**src/hw/dpsem_map.svh**
```systemverilog
`ifndef DPSEM_MAP_SVH
`define DPSEM_MAP_SVH
// register offsets (byte addresses, one word each)
`define DPSEM_CTRL_OFS 4'h0
`define DPSEM_ADDR_OFS 4'h4
`define DPSEM_WDATA_OFS 4'h8
`define DPSEM_STAT_OFS 4'hC
// control field positions
`define DPSEM_CTRL_GO 0
`define DPSEM_CTRL_WRITE 1
`define DPSEM_CTRL_FLAG 2
`define DPSEM_CTRL_UBE 3
`define DPSEM_CTRL_LBE 4
`define DPSEM_CTRL_OEN 5
// status field positions
`define DPSEM_STAT_BUSY 0
`define DPSEM_STAT_GRANT 1
// pin and clock figures
`define DPSEM_CLK_NS 10
`define DPSEM_TWC_NS 15
`define DPSEM_TEW_NS 12
`define DPSEM_TAW_NS 12
`define DPSEM_TDW_NS 10
`define DPSEM_TWZ_NS 10
`define DPSEM_TSWRD_NS 5
`define DPSEM_TRC_NS 15
`define DPSEM_DHOLD_NS 0
// least times round up to whole cycles
`define DPSEM_CYC(ns) (((ns) + `DPSEM_CLK_NS - 1) / `DPSEM_CLK_NS)
`define DPSEM_WP_CYC `DPSEM_CYC(`DPSEM_TEW_NS)
`define DPSEM_WPOE_CYC `DPSEM_CYC(`DPSEM_TWZ_NS + `DPSEM_TDW_NS)
`define DPSEM_WZ_CYC `DPSEM_CYC(`DPSEM_TWZ_NS)
`define DPSEM_SWRD_CYC `DPSEM_CYC(`DPSEM_TSWRD_NS)
`define DPSEM_RD_CYC `DPSEM_CYC(`DPSEM_TRC_NS)
`define DPSEM_WC_CYC `DPSEM_CYC(`DPSEM_TWC_NS)
`endif

```
**src/hw/dpsem_pkg.sv**
```systemverilog
package dpsem_pkg;
  // pins toward the dual-port ram
  typedef struct packed {
    logic chipSelN;
    logic upper_byte_enable_n;
    logic lower_byte_enable_n;
    logic flag_select_n;
    logic rdWrN;
    logic outEnN;
    logic [11:0] addr;
  } dpsem_pins_type;
  typedef enum logic [2:0] {
    ST_IDLE = 3'b000,
    ST_SETUP = 3'b001,
    ST_WRPULSE = 3'b010,
    ST_RECOVER = 3'b011,
    ST_READ = 3'b100,
    ST_GAP = 3'b101
  } dpsem_state_type;
endpackage
```
**src/hw/dpsem_host.sv**
```systemverilog
// The register addresses and the AXI4-Lite slave port were left to the implementer.
`timescale 1ns/100ps
`include "dpsem_map.svh"
// Datasheet rules behind this block
// - ram cycle: select low, a byte enable low, flag select high; flag: reverse
// - strobe stays high whenever the address lines change
// - host drives no data while the device may still drive the pins
// - with output enable low, stretch write pulse to release plus data setup
// - write data held at least zero ns after end of write
// - next cycle may start zero ns after the first rising strobe edge
// - write cycle at least 15 ns; enable to end of write at least 12 ns
// - address valid 12 ns before end of write; setup before strobe 0 ns
// - write data stable 10 ns before end of write
// - wait 5 ns after a flag write before reading it, select kept high
// - both ports writing a flag within 5 ns: earlier port wins
module dpsem_host
  import dpsem_pkg::*;
(
  // clock and reset
  input wire logic mclk,
  input wire logic rst_b,
  // axi4-lite slave
  input wire logic [3:0] s_axi_awaddr,
  input wire logic s_axi_awvalid,
  output logic s_axi_awready,
  input wire logic [31:0] s_axi_wdata,
  input wire logic [3:0] s_axi_wstrb,
  input wire logic s_axi_wvalid,
  output logic s_axi_wready,
  output logic [1:0] s_axi_bresp,
  output logic s_axi_bvalid,
  input wire logic s_axi_bready,
  input wire logic [3:0] s_axi_araddr,
  input wire logic s_axi_arvalid,
  output logic s_axi_arready,
  output logic [31:0] s_axi_rdata,
  output logic [1:0] s_axi_rresp,
  output logic s_axi_rvalid,
  input wire logic s_axi_rready,
  // ram port pins
  output dpsem_pins_type ramPins,
  input wire logic [15:0] ramDataIn,
  output logic [15:0] ramDataOut,
  output logic ramDataOe_n
);

  // ***************************************************
  // software registers
  // ***************************************************
  logic [5:0] ctrl_q;
  logic [11:0] addr_q;
  logic [15:0] wdata_q;
  logic [15:0] rdata_q;
  logic grant_q;
  logic goPulse;
  logic busy;
  logic [3:0] awaddr_q;
  logic [31:0] wbuf_q;
  logic [3:0] wstrb_q;
  logic awHave_q, wHave_q;
  dpsem_state_type state_q;
  logic [2:0] cnt_q;
  logic flagWrote_q;

  // byte-lane merge used for every writable register
  function automatic logic [31:0] merge(input logic [31:0] old, input logic [31:0] nw,
                                        input logic [3:0] st);
    logic [31:0] r;
    r = old;
    for (int i = 0; i < 4; i++) begin
      if (st[i]) begin
        r[i*8 +: 8] = nw[i*8 +: 8];
      end
    end
    return r;
  endfunction

  assign busy = (state_q != ST_IDLE);
  assign s_axi_awready = !awHave_q && !s_axi_bvalid;
  assign s_axi_wready = !wHave_q && !s_axi_bvalid;
  assign s_axi_arready = !s_axi_rvalid;

  // latch address and data in either order
  always_ff @(posedge mclk) begin
    if (!rst_b) begin
      awHave_q <= 1'b0;
      wHave_q <= 1'b0;
      awaddr_q <= 4'h0;
      wbuf_q <= 32'h0000_0000;
      wstrb_q <= 4'h0;
    end else if (awHave_q && wHave_q) begin
      awHave_q <= 1'b0;
      wHave_q <= 1'b0;
    end else begin
      if (s_axi_awvalid && s_axi_awready) begin
        awHave_q <= 1'b1;
        awaddr_q <= s_axi_awaddr;
      end
      if (s_axi_wvalid && s_axi_wready) begin
        wHave_q <= 1'b1;
        wbuf_q <= s_axi_wdata;
        wstrb_q <= s_axi_wstrb;
      end
    end
  end

  // register writes; writes while busy are dropped so pins stay stable
  logic commit;
  logic [31:0] mCtrl, mAddr, mData;
  assign commit = awHave_q && wHave_q;
  assign mCtrl = merge({26'h0, ctrl_q}, wbuf_q, wstrb_q);
  assign mAddr = merge({20'h0, addr_q}, wbuf_q, wstrb_q);
  assign mData = merge({16'h0, wdata_q}, wbuf_q, wstrb_q);
  assign goPulse = commit && !busy && (awaddr_q == `DPSEM_CTRL_OFS)
                   && mCtrl[`DPSEM_CTRL_GO];
  // control bits as the committing write leaves them; ctrl_q only takes them
  // at the same edge as goPulse, so the pins must not read ctrl_q there
  logic goWrite, goFlag, goOeLow, goUpper, goLower;
  assign goWrite = mCtrl[`DPSEM_CTRL_WRITE];
  assign goFlag = mCtrl[`DPSEM_CTRL_FLAG];
  assign goOeLow = mCtrl[`DPSEM_CTRL_OEN];
  assign goUpper = mCtrl[`DPSEM_CTRL_UBE];
  assign goLower = mCtrl[`DPSEM_CTRL_LBE];
  always_ff @(posedge mclk) begin
    if (!rst_b) begin
      ctrl_q <= 6'h00;
      addr_q <= 12'h000;
      wdata_q <= 16'h0000;
    end else if (commit && !busy) begin
      unique case (awaddr_q)
        `DPSEM_CTRL_OFS: ctrl_q <= {mCtrl[5:1], 1'b0};
        `DPSEM_ADDR_OFS: addr_q <= mAddr[11:0];
        `DPSEM_WDATA_OFS: wdata_q <= mData[15:0];
        default: ;
      endcase
    end
  end

  // write response; unmapped offsets answer slverr
  always_ff @(posedge mclk) begin
    if (!rst_b) begin
      s_axi_bvalid <= 1'b0;
      s_axi_bresp <= 2'b00;
    end else if (commit) begin
      s_axi_bvalid <= 1'b1;
      s_axi_bresp <= (awaddr_q == `DPSEM_STAT_OFS || awaddr_q[1:0] != 2'b00) ?
                     2'b10 : 2'b00;
    end else if (s_axi_bready) begin
      s_axi_bvalid <= 1'b0;
    end
  end

  // read channel
  always_ff @(posedge mclk) begin
    if (!rst_b) begin
      s_axi_rvalid <= 1'b0;
      s_axi_rdata <= 32'h0000_0000;
      s_axi_rresp <= 2'b00;
    end else if (s_axi_arvalid && s_axi_arready) begin
      s_axi_rvalid <= 1'b1;
      s_axi_rresp <= 2'b00;
      unique case (s_axi_araddr)
        `DPSEM_CTRL_OFS: s_axi_rdata <= {26'h0, ctrl_q};
        `DPSEM_ADDR_OFS: s_axi_rdata <= {20'h0, addr_q};
        `DPSEM_WDATA_OFS: s_axi_rdata <= {16'h0, wdata_q};
        `DPSEM_STAT_OFS: s_axi_rdata <= {rdata_q, 14'h0, grant_q, busy};
        default: begin
          s_axi_rdata <= 32'h0000_0000;
          s_axi_rresp <= 2'b10;
        end
      endcase
    end else if (s_axi_rready) begin
      s_axi_rvalid <= 1'b0;
    end
  end

  // ***************************************************
  // pin sequencer
  // ***************************************************
  logic isWrite, isFlag, oeLow, flagWait;
  logic [2:0] pulseLen;
  assign isWrite = ctrl_q[`DPSEM_CTRL_WRITE];
  assign isFlag = ctrl_q[`DPSEM_CTRL_FLAG];
  assign oeLow = ctrl_q[`DPSEM_CTRL_OEN];
  // a flag read straight after a flag write sits out the write-to-read gap
  assign flagWait = isFlag && flagWrote_q && (cnt_q < 3'(`DPSEM_SWRD_CYC));
  // output enable low means the device may still be driving: pulse covers release plus data setup, still 2 cycles as without it
  assign pulseLen = oeLow ? 3'(`DPSEM_WPOE_CYC) : 3'(`DPSEM_WP_CYC);

  always_ff @(posedge mclk) begin
    if (!rst_b) begin
      state_q <= ST_IDLE;
      cnt_q <= 3'd0;
    end else begin
      unique case (state_q)
        ST_IDLE: if (goPulse) begin
          // flag read right after a flag write waits out the gap first
          state_q <= ST_SETUP;
          cnt_q <= 3'd0;
        end
        ST_SETUP: begin
          if (isWrite) begin
            state_q <= ST_WRPULSE;
            cnt_q <= 3'd1;
          end else if (flagWait) begin
            cnt_q <= cnt_q + 3'd1;
          end else begin
            state_q <= ST_READ;
            cnt_q <= 3'd1;
          end
        end
        ST_WRPULSE: if (cnt_q >= pulseLen) begin
          state_q <= ST_RECOVER;
          cnt_q <= 3'd1;
        end else begin
          cnt_q <= cnt_q + 3'd1;
        end
        ST_READ: if (cnt_q >= 3'(`DPSEM_RD_CYC)) begin
          state_q <= ST_GAP;
        end else begin
          cnt_q <= cnt_q + 3'd1;
        end
        ST_RECOVER: state_q <= ST_IDLE; // data held one cycle past strobe rise
        ST_GAP: state_q <= ST_IDLE;
        default: state_q <= ST_IDLE;
      endcase
    end
  end

  // pin drive; address only moves while the strobe is high
  always_ff @(posedge mclk) begin
    if (!rst_b) begin
      ramPins <= '{chipSelN: 1'b1, upper_byte_enable_n: 1'b1, lower_byte_enable_n: 1'b1,
                   flag_select_n: 1'b1, rdWrN: 1'b1, outEnN: 1'b1, addr: 12'h000};
      ramDataOut <= 16'h0000;
      ramDataOe_n <= 1'b1;
    end else begin
      if (state_q == ST_IDLE && goPulse) begin
        ramPins.addr <= addr_q;
        // flag cycles keep chip select and both byte enables high; a ram cycle
        // with no byte lane chosen leaves the chip deselected, never half-selected
        ramPins.chipSelN <= goFlag | ~(goUpper | goLower);
        ramPins.upper_byte_enable_n <= goFlag | ~goUpper;
        ramPins.lower_byte_enable_n <= goFlag | ~goLower;
        ramPins.flag_select_n <= ~goFlag;
        ramPins.outEnN <= goWrite ? ~goOeLow : 1'b0;
        ramDataOut <= goFlag ? {15'h0, wdata_q[0]} : wdata_q;
      end
      if (state_q == ST_SETUP && isWrite) begin
        ramPins.rdWrN <= 1'b0; // select already low, strobe falls after
      end
      // drive data only once the device has released the pins
      if (state_q == ST_WRPULSE && (!oeLow || cnt_q >= 3'(`DPSEM_WZ_CYC))) begin
        ramDataOe_n <= 1'b0;
      end
      if (state_q == ST_WRPULSE && cnt_q >= pulseLen) begin
        ramPins.rdWrN <= 1'b1;
      end
      if (state_q == ST_RECOVER || state_q == ST_GAP) begin
        ramDataOe_n <= 1'b1;
        ramPins.chipSelN <= 1'b1;
        ramPins.upper_byte_enable_n <= 1'b1;
        ramPins.lower_byte_enable_n <= 1'b1;
        ramPins.flag_select_n <= 1'b1;
        ramPins.outEnN <= 1'b1;
      end
    end
  end

  // read capture and flag ownership
  always_ff @(posedge mclk) begin
    if (!rst_b) begin
      rdata_q <= 16'h0000;
      grant_q <= 1'b0;
      flagWrote_q <= 1'b0;
    end else begin
      if (state_q == ST_READ && cnt_q >= 3'(`DPSEM_RD_CYC)) begin
        rdata_q <= ramDataIn;
        // grant follows only flag reads; a ram read leaves it alone
        if (isFlag) begin
          grant_q <= ~ramDataIn[0];
        end
      end
      // a later ram write or any read clears the wait, a flag write sets it, so only flag-to-flag reads pay it
      if (state_q == ST_RECOVER) begin
        flagWrote_q <= isFlag;
      end else if (state_q == ST_GAP) begin
        flagWrote_q <= 1'b0;
      end
    end
  end

endmodule

```
**config.mk**
```make
export PLATFORM = sky130hd
export DESIGN_NAME = dpsem_host
export DESIGN_NICKNAME = d
export VERILOG_FILES = /design/src/hw/dpsem_pkg.sv /design/src/hw/dpsem_host.sv
export VERILOG_INCLUDE_DIRS = /design/src /design/src/hw
export SDC_FILE = /design/constraint.sdc
export NUM_CORES = 1
export LEC_CHECK = 0
export BUFFER_PORTS_ARGS = -buffer_cell sky130_fd_sc_hd__buf_2
export CAP_MARGIN = 0
export CORE_ASPECT_RATIO = 0.8
export CORE_MARGIN = 5
export CORE_UTILIZATION = 55
export CTS_BUF_LIST = sky130_fd_sc_hd__clkbuf_4 sky130_fd_sc_hd__clkbuf_8
export DETAILED_ROUTE_END_ITERATION = 8
export PLACE_DENSITY_LB_ADDON = 0.25
export SYNTH_ARGS = -nofsm -noshare
export SYNTH_HDL_FRONTEND = slang
export SYNTH_SLANG_ARGS = --single-unit
```
**constraint.sdc**
```tcl
create_clock -name mclk -period 5 [get_ports mclk]
set_clock_uncertainty 0.2 [all_clocks]
set_input_delay 0 -clock mclk [delete_from_list [all_inputs] [get_ports mclk]]
set_output_delay 0 -clock mclk [all_outputs]
set_load 0.1 [all_outputs]
```
==> results.cfg, run 1 <==
[status]
status = finished clean

[routing]
vias = 5377
drt-initial-drc-count = 615
drt-vias-per-instance = 5.538
drtAntennaViolNets = 0
post-route-drc-count = 0
finalWirelength_um = 15710
drt_pass1_iterations = 7
wl_per_cell_um = 16.18

[clock_tree]
ctsHoldBuffers = 51
clockRootBuffer = clkbuf_8
clkSinkCount = 152
numCtsBuffers = 17
cts_resized = 0
ctsHtreeMaxLevel = 4
cts_tree = yes
cts_setup_buffers = 0
clock_path_buffers = 2
path_clk_slew_ps = 80
clk_latency_ps = 440

[sta]
finalSetupViolations = 0
fin_crit_ps = 2645
relSlewSlack_pct = 17.45
post-route-period-util_pct = 52.90
worst_pin_slew_ps = 1235
timing.setup.tns_ps = 0
hold_viol = 0
slew_viol_final = 0
rsz0062_at_grt = false
max_freq_mhz = 378.0

[critical_path]
critPathArrivalTime_ps = 2820
crit_path_top_delay_cell = and3_1
critPathTopFamily = simple AND/OR/NAND/NOR gates
critPathMaxFanout = 16
cp-start-kind = flop
path_cells = nor4b_4, dlygate4sd3_1, buf_4, and3_1, a22oi_1, nor2_1
cp.required_ps = 5180
crit_type = reg -> reg
critPathBufInv = 2
max_stage_delay_ps = 620
critPathCaptureType = flop

[grt]
antenna_found_initial = 0
grt_pass1_wl_um = 25110
grt_start_max_net_pins = 83
grt_pass1_vias = 5141
grt.total_usage_pct = 24.05
overflow = 0

[final_layout]
syn_to_final_growth_pct = 26.83
nets = 887
final_layout_size_suffix_gt1_share_pct = 20.34
fill_cells = 758
design_area_um2 = 7495
antenna_cells = 0

[logic_synthesis]
yosys_warnings = 0
ys.flop_type = dfxtp_1
synth.avg_cell_area_um2 = 8.807
yosysSeqAreaShare_pct = 51.49
synth_cells = 671
synth_seq_cells = 152
synth-async-reset-ratio_pct = 0
synth-edff-count = 0
synth_area_um2 = 5909
synth.distinct_cells = 53

[run]
maxCapViolations = 0

[floorplan]
rows = 33
die_area_um2 = 12930
die_y_um = 102.7
initial_core_util_pct = 57.02
io_pins = 143
core_area_um2 = 10360
die_x_um = 125.9

[placed_design]
place_congestion = 0.8657
place_area_um2 = 6492
dpl.hpwl_um = 10280
io_buffer_count = 122

[pwr]
leakagePower_nw = 3.206
ir_drop_v = 0.0002148
power.density_nw_per_um2 = 344.9

[min_path]
holdCritPathClass = in -> reg
-- per-stage QoR --
stage | worst slack [ps] | std cells | total power [mW] | hold slack (ps) | utilization [%]
6_report | 2355 | 971 | 2.585 | 38.52 | 72.32
5_1_grt | 2205 | 971 | 2.670 | 68.36 | 72.32
4_1_cts | 2369 | 971 | 2.589 | 28.19 | 72.32
3_5_place_dp | 2474 | 888 | 1.461 | -1.852 | 62.65
3_3_place_gp | 2575 | 888 | 1.455 | -11.67 | 62.65
2_1_floorplan | 1623 | 672 | 1.413 | -101.0 | -
-- worst paths after layout --
kind	startpoint	to	slack, ps	depth (start not counted)
worst min-delay path	s_axi_wvalid	wbuf_q[9]	40	4
worst min register to register	ramDataOut[14]	ramDataOut[14]	250	2
worst max register to register	s_axi_rvalid	s_axi_rdata[21]	2350	6
worst max-delay path	s_axi_rvalid	s_axi_rdata[21]	2350	6
-- sequential cells by signal, indices dropped and copies added (netlist names), 2 cells and up --
name / flops
wstrb_q: 2
wbuf_q: 16
cnt_q: 3
ramPins: 18
ramDataOut: 16
state_q: 3
awaddr_q: 4
ctrl_q: 5
s_axi_rdata: 32
addr_q: 12
wdata_q: 16
rdata_q: 16
-- worst register-to-register path, stage by stage, from the launching register on --
cell	delay, ps
dfxtp_1	380
nor4b_4	270
dlygate4sd3_1	580
buf_4	210
and3_1	620
a22oi_1	190
nor2_1	140
-- layer usage --
metal / global-route usage [%] / up-vias / wire, um
li1: - / 2606 / -
met1: 30.60 / 2556 / 6981
met2: 40.99 / 198 / 7543
met3: 6.007 / 17 / 996
met4: 7.420 / 0 / 187
met5: 0 / - / 0
-- where the power goes --
part	switching, mW	total (mW)	leakage (nW)	internal [mW]
registers	0.0286	1.26	1.23	1.23
logic	0.132	0.212	1.74	0.0798
clock network	0.453	1.12	0.234	0.662
-- cell usage after synthesis, drive strengths merged (2+ instances only) --
| master | n | area [um2] |
|---|---|---|
| a211oi | 7 | 52.55 |
| a21boi | 2 | 15.01 |
| a21oi | 73 | 365.4 |
| a22o | 6 | 52.55 |
| a22oi | 31 | 232.7 |
| a31oi | 2 | 12.51 |
| and2 | 3 | 18.77 |
| and3 | 3 | 18.77 |
| buf | 16 | 118.9 |
| clkbuf | 36 | 135.1 |
| clkinv | 2 | 7.510 |
| dfxtp | 152 | 3043 |
| ha | 2 | 25.02 |
| inv | 5 | 18.77 |
| mux2i | 38 | 380.4 |
| nand2 | 123 | 461.7 |
| nand2b | 6 | 37.54 |
| nand3 | 22 | 110.1 |
| nand3b | 2 | 15.01 |
| nand4 | 6 | 56.31 |
| nor2 | 82 | 307.8 |
| nor2b | 3 | 18.77 |
| nor3 | 4 | 25.02 |
| nor3b | 5 | 37.54 |
| nor4b | 4 | 50.05 |
| o21a | 2 | 15.01 |
| o21ai | 9 | 45.04 |
| o2bb2ai | 4 | 35.03 |
| o31a | 2 | 17.52 |
| o31ai | 3 | 22.52 |
-- kinds of logic (layout without fill, tap and decap cells) --
group,after synthesis,after routing,synth area share [%]
and+or+nand+nor,272,272,21.09
DFF,152,152,51.49
AOI/OAI and AO/OA,145,145,15.22
buffers and inverters,59,218,4.743
muxes,39,39,6.818
adders and majority gates,2,2,0.4234
other,1,2,0.06346
xor gates and xnor gates,1,1,0.1482
-- cell type report --
class                   instances  area (um2)  area share (%)
repair buffers                179        1166           15.56
well taps                     140       175.2           2.337
clock buffers                  22       302.8           4.040
flip-flops and latches        152        3043           40.60
clock inverters                10       188.9           2.521
multi-input cells             461        2590           34.56
inverters                       7       28.78          0.3840
-- cell usage in the layout (no fill, tap or decap), types with 4 or more instances in the layout --
cell / instances
dfxtp_1: 152
nand2_1: 123
buf_2: 122
nor2_1: 82
a21oi_1: 73
dlygate4sd3_1: 51
mux2i_1: 38
a22oi_1: 31
nand3_1: 22
clkbuf_8: 22
o21ai_0: 9
a211oi_1: 7
a22o_1: 6
nand2b_1: 6
buf_4: 6
inv_1: 5
nor3b_1: 5
bufinv_16: 5
o2bb2ai_1: 4
clkinvlp_4: 4
(Power assumes the default switching activity.)
==> inputs of run 2 (changes only) <==
Clock period 5 ns to 2.75 ns, I/O delays scaled along.
==> run 2 against run 1 <==
  * Combinational power up 97%
  * Clock power up 62%
  * Fmax up 7.8%
  * Global-route usage up 0.86 points
  * Critical path depth unchanged
  * Non-clock buffer count up 19
  * Die area unchanged
  * Setup slack worse by 2100 ps
  * Design area up 1.9%
==> results.cfg, run 2 (same netlist as run 1, synthesis figures left out) <==
[placed_design]
place_congestion = 0.8963
io_buffer_count = 122
dpl.hpwl_um = 10630
dp.cells = 896

[final_layout]
layout_common_cells = dfxtp_1, nand2_1, buf_2
largest-register = s_axi_rdata
syn_to_final_growth_pct = 29.20
antenna_cells = 0
final_cell_count_no_fill = 990
largestRegisters = s_axi_rdata (32), ramPins (18)
final_layout_size_suffix_gt1_share_pct = 21.06
largest_reg_flops = 32
nets = 906
fin_util_pct = 73.67
final_common_cell = dfxtp_1

[routing]
drt-initial-drc-count = 539
drt_pass1_iterations = 5
drt-vias-per-instance = 5.546
wl_per_cell_um = 16.14
drtAntennaViolNets = 0
post-route-drc-count = 0
finalWirelength_um = 15980
vias = 5491

[floorplan]
die_x_um = 125.9
io_pins = 143
core_area_um2 = 10360
die_area_um2 = 12930
rows = 33
die_y_um = 102.7
initial_core_util_pct = 57.02

[clock_tree]
clkSinkCount = 152
clockRootBuffer = clkbuf_8
cts_resized = 0
ctsHtreeMaxLevel = 4
cts_tree = yes
numCtsBuffers = 17
path_clk_slew_ps = 70
clock_path_buffers = 2
clk_latency_ps = 450

[critical_path]
crit_path_top_delay_cell = dlygate4sd3_1
crit_type = reg -> reg
max_stage_delay_ps = 600
critPathMaxFanout = 14
critPathCaptureType = flop
critPathTopFamily = buffers and inverters
cp-start-kind = flop
critPathBufInv = 3
critPathArrivalTime_ps = 2650
cp.required_ps = 2940
path_cells = nor4b_4, dlygate4sd3_1, buf_4, nand2_1, o21ai_0, dlygate4sd3_1
crit_top_cell = dlygate4sd3_1

[grt]
grt.total_usage_pct = 24.92
antenna_found_initial = 0
grt_pass1_vias = 5241
overflow = 0
grt_pass1_wl_um = 25830
grt_start_max_net_pins = 114

[run]
maxCapViolations = 0

[status]
status = finished clean

[pwr]
ir_drop_v = 0.0005406
pwr-share-seq_pct = 50.6
p_int_mw = 3.382
switchingPower_mw = 1.132
power.density_nw_per_um2 = 591.2
power.total_mw = 4.514
p_sw_share_pct = 25.07
p_comb_share_pct = 9.3
leakagePower_nw = 3.304
p_clk_share_pct = 40.1

[sta]
hold_viol = 0
post-route-period-util_pct = 89.19
slew_viol_final = 0
finalSetupViolations = 0
timing.setup.tns_ps = 0
worst_pin_slew_ps = 785.4
rsz0062_at_grt = false
max_freq_mhz = 407.7
fin_crit_ps = 2453
relSlewSlack_pct = 47.53

[min_path]
holdCritPathClass = in -> reg
[run 2: final timing paths]
| kind | start | endpoint | slack (ps) | cells past startpoint |
|---|---|---|---|---|
| worst min register to register | ramPins[0] | ramPins[0] | 250 | 2 |
| worst max-delay path | s_axi_rvalid | s_axi_rdata[0] | 300 | 6 |
| worst min-delay path | s_axi_araddr[3] | s_axi_rdata[1] | 20 | 4 |
| worst max register to register | s_axi_rvalid | s_axi_rdata[0] | 300 | 6 |
[run 2: worst register-to-register path: cells and delay by family (launching register included)]
kind	cells	cell delay, ps
flip-flops	1	350
AND/OR/NAND/NOR	2	350
AO/OA/AOI/OAI	1	130
buffers and inverters	3	1370
[run 2: power groups by stage]
stage | combinational [mW] | clock [mW] | sequential (mW)
floorplan | 0.230 | 0 | 2.34
global placement | 0.327 | 0 | 2.33
detailed placement | 0.335 | 0 | 2.33
CTS | 0.410 | 1.82 | 2.28
global route | 0.451 | 1.92 | 2.29
finish | 0.418 | 1.81 | 2.29
[run 2: timing repair]
action	4_1_cts	5_1_grt
hold buffers	62	0
buffers inserted	0	0
endpoints found under the setup margin	0	0
hold endpoints to repair	74	0
[run 2: per-layer routing]
layer / GRT usage, % / vias up / wire, um
met5: 0 / - / 0
met4: 7.667 / 0 / 263
met2: 42.71 / 205 / 7646
met3: 7.147 / 26 / 1158
met1: 30.92 / 2630 / 6910
li1: - / 2630 / -
[run 2: through the flow]
stage / hold WS, ps / cell area (um2) / setup WS, ps
after floorplan: -108.5 / 5922 / 208.3
after global placement: -18.77 / 6586 / 574.0
after detailed placement: -14.80 / 6586 / 464.4
after CTS: 5.045 / 7635 / 322.8
after global routing: 47.74 / 7635 / 198.1
final: 22.51 / 7635 / 297.3
[run 2: layout make-up]
cell class | count | area [um2]
timing repair buffer | 198 | 1361
clock inverter | 11 | 145.1
clock buffer | 21 | 282.8
sequential | 152 | 3044
multi-input combinational | 461 | 2597
inverter | 7 | 28.78
fill | 741 | 2729
tap | 140 | 175.2
==> inputs of run 3 (changes only) <==
Settings changed: REMOVE_ABC_BUFFERS set to 1.
==> run 3 against run 2 <==
  * Design area is 2.5% lower
  * First-iteration DRC count is 26% lower
  * Sequential power hardly changed
  * Critical path type unchanged
  * Highest routed layer unchanged
  * Largest power group unchanged
==> results.cfg, run 3 (same netlist as run 1, synthesis figures left out) <==
[status]
status = finished clean

[routing]
drt_pass1_iterations = 6
drt-vias-per-instance = 5.488
post-route-drc-count = 0
drtAntennaViolNets = 0
drt-initial-drc-count = 401
vias = 5340
wl_per_cell_um = 15.98
finalWirelength_um = 15550

[critical_path]
critPathArrivalTime_ps = 2720
crit_type = reg -> reg
timing.rr.start = s_axi_rvalid
r2r_setup_slack_ps = 210
max_stage_delay_ps = 610
critPathCaptureType = flop
crit_top_cell = dlygate4sd3_1
crit_path_top_delay_cell = dlygate4sd3_1
cp-start-kind = flop
endpoint = s_axi_rdata[0]
cp.required_ps = 2930
critPathMaxFanout = 14
rr_endpoint = s_axi_rdata[0]
path_cells = nor4b_4, dlygate4sd3_1, buf_4, nand2_1, o21ai_0, dlygate4sd3_1
crit_start = s_axi_rvalid
worst-r2r-cell-count = 6

[sta]
max_freq_mhz = 393.7
worst_pin_slew_ps = 956.3
post-route-period-util_pct = 92.37
hold_viol = 0
holdWs_ps = 32.73
slew_viol_final = 0
fin_crit_ps = 2540
finalSetupViolations = 0
layout_setup_ws_ps = 209.8
relSlewSlack_pct = 36.11
rsz0062_at_grt = false

[clock_tree]
clockRootBuffer = clkbuf_8
numCtsBuffers = 17
ctsHoldBuffers = 52
clk_latency_ps = 430
ctsHtreeMaxLevel = 4
cts_resized = 0
clkSinkCount = 152
path_clk_slew_ps = 80
cts_setup_buffers = 0
clock_path_buffers = 2
cts_tree = yes

[final_layout]
final_layout_size_suffix_gt1_share_pct = 20.53
final_cell_count_no_fill = 973
fill_cells = 799
largest_reg_flops = 32
syn_to_final_growth_pct = 25.92
layout_common_cells = dfxtp_1, nand2_1, buf_2
antenna_cells = 0
nets = 894
largest-register = s_axi_rdata
largestRegisters = s_axi_rdata (32), ramPins (18)
final_common_cell = dfxtp_1

[floorplan]
die_area_um2 = 12930
die_y_um = 102.7
die_x_um = 125.9
io_pins = 143
core_area_um2 = 10360
initial_core_util_pct = 57.02
rows = 33

[grt]
grt_pass1_vias = 5188
grt.total_usage_pct = 24.20
antenna_found_initial = 0
grt_pass1_wl_um = 25270
overflow = 0
grt_start_max_net_pins = 81

[placed_design]
dp.cells = 894
dpl.hpwl_um = 9941
pre_cts_ws_ps = 489.0
place_congestion = 0.7949
io_buffer_count = 122

[pwr]
ir_drop_v = 0.0003903
power.density_nw_per_um2 = 582.9
leakagePower_nw = 3.202

[run]
maxCapViolations = 0

[min_path]
holdCritPathClass = in -> reg
==> run 3: where the power goes <==
part / internal [mW] / leakage [nW] / switching [mW]
registers: 2.24 / 1.23 / 0.0458
clock network: 0.910 / 0.193 / 0.747
logic: 0.150 / 1.78 / 0.249
total: 3.30 / 3.20 / 1.04
==> run 3: critical path, delay by kind of cell (launching register included) <==
family                 cells  cell delay, ps
AOI/OAI and AO/OA          1             120
buffers and inverters      3            1400
DFF                        1             370
and+or+nand+nor            2             400
==> run 3: metal layers <==
metal / track usage, % / routed length, um
met1: 30.55 / 6719
met2: 39.60 / 7287
met3: 7.872 / 1301
met4: 8.491 / 244
met5: 0 / 0
==> run 3: stage by stage <==
step / power (mW) / area [um2] / TNS (ps) / util [%]
after floorplan: 2.545 / 5659 / -38770 / -
after global placement: 2.654 / 6541 / 0 / 63.12
after detailed placement: 2.663 / 6541 / 0 / 63.12
after CTS: 4.356 / 7441 / 0 / 71.80
after global routing: 4.496 / 7441 / 0 / 71.80
final: 4.337 / 7441 / 0 / 71.80
==> run 3: worst min path at each step <==
stage	from	to	slack, ps	depth (start not counted)
2_1_floorplan	rst_b	ramPins[13]	-120	1
3_3_place_gp	s_axi_rready	s_axi_rvalid	-10	2
3_5_place_dp	s_axi_rready	s_axi_rvalid	-7	2
4_1_cts	s_axi_araddr[3]	s_axi_rdata[3]	4	5
5_1_grt	s_axi_araddr[3]	s_axi_rdata[1]	60	4
6_report	s_axi_araddr[3]	s_axi_rdata[5]	30	5
==> run 3: cell type report <==
| type | instances | area [um2] | area share (%) |
|---|---|---|---|
| timing repair buffer | 186 | 1221 | 16.41 |
| multi-input combinational | 461 | 2594 | 34.86 |
| tap | 140 | 175.2 | 2.354 |
| clock buffer | 24 | 311.5 | 4.187 |
| sequential | 152 | 3043 | 40.89 |
| inverter | 7 | 28.78 | 0.3867 |
| clock inverter | 3 | 67.56 | 0.9080 |
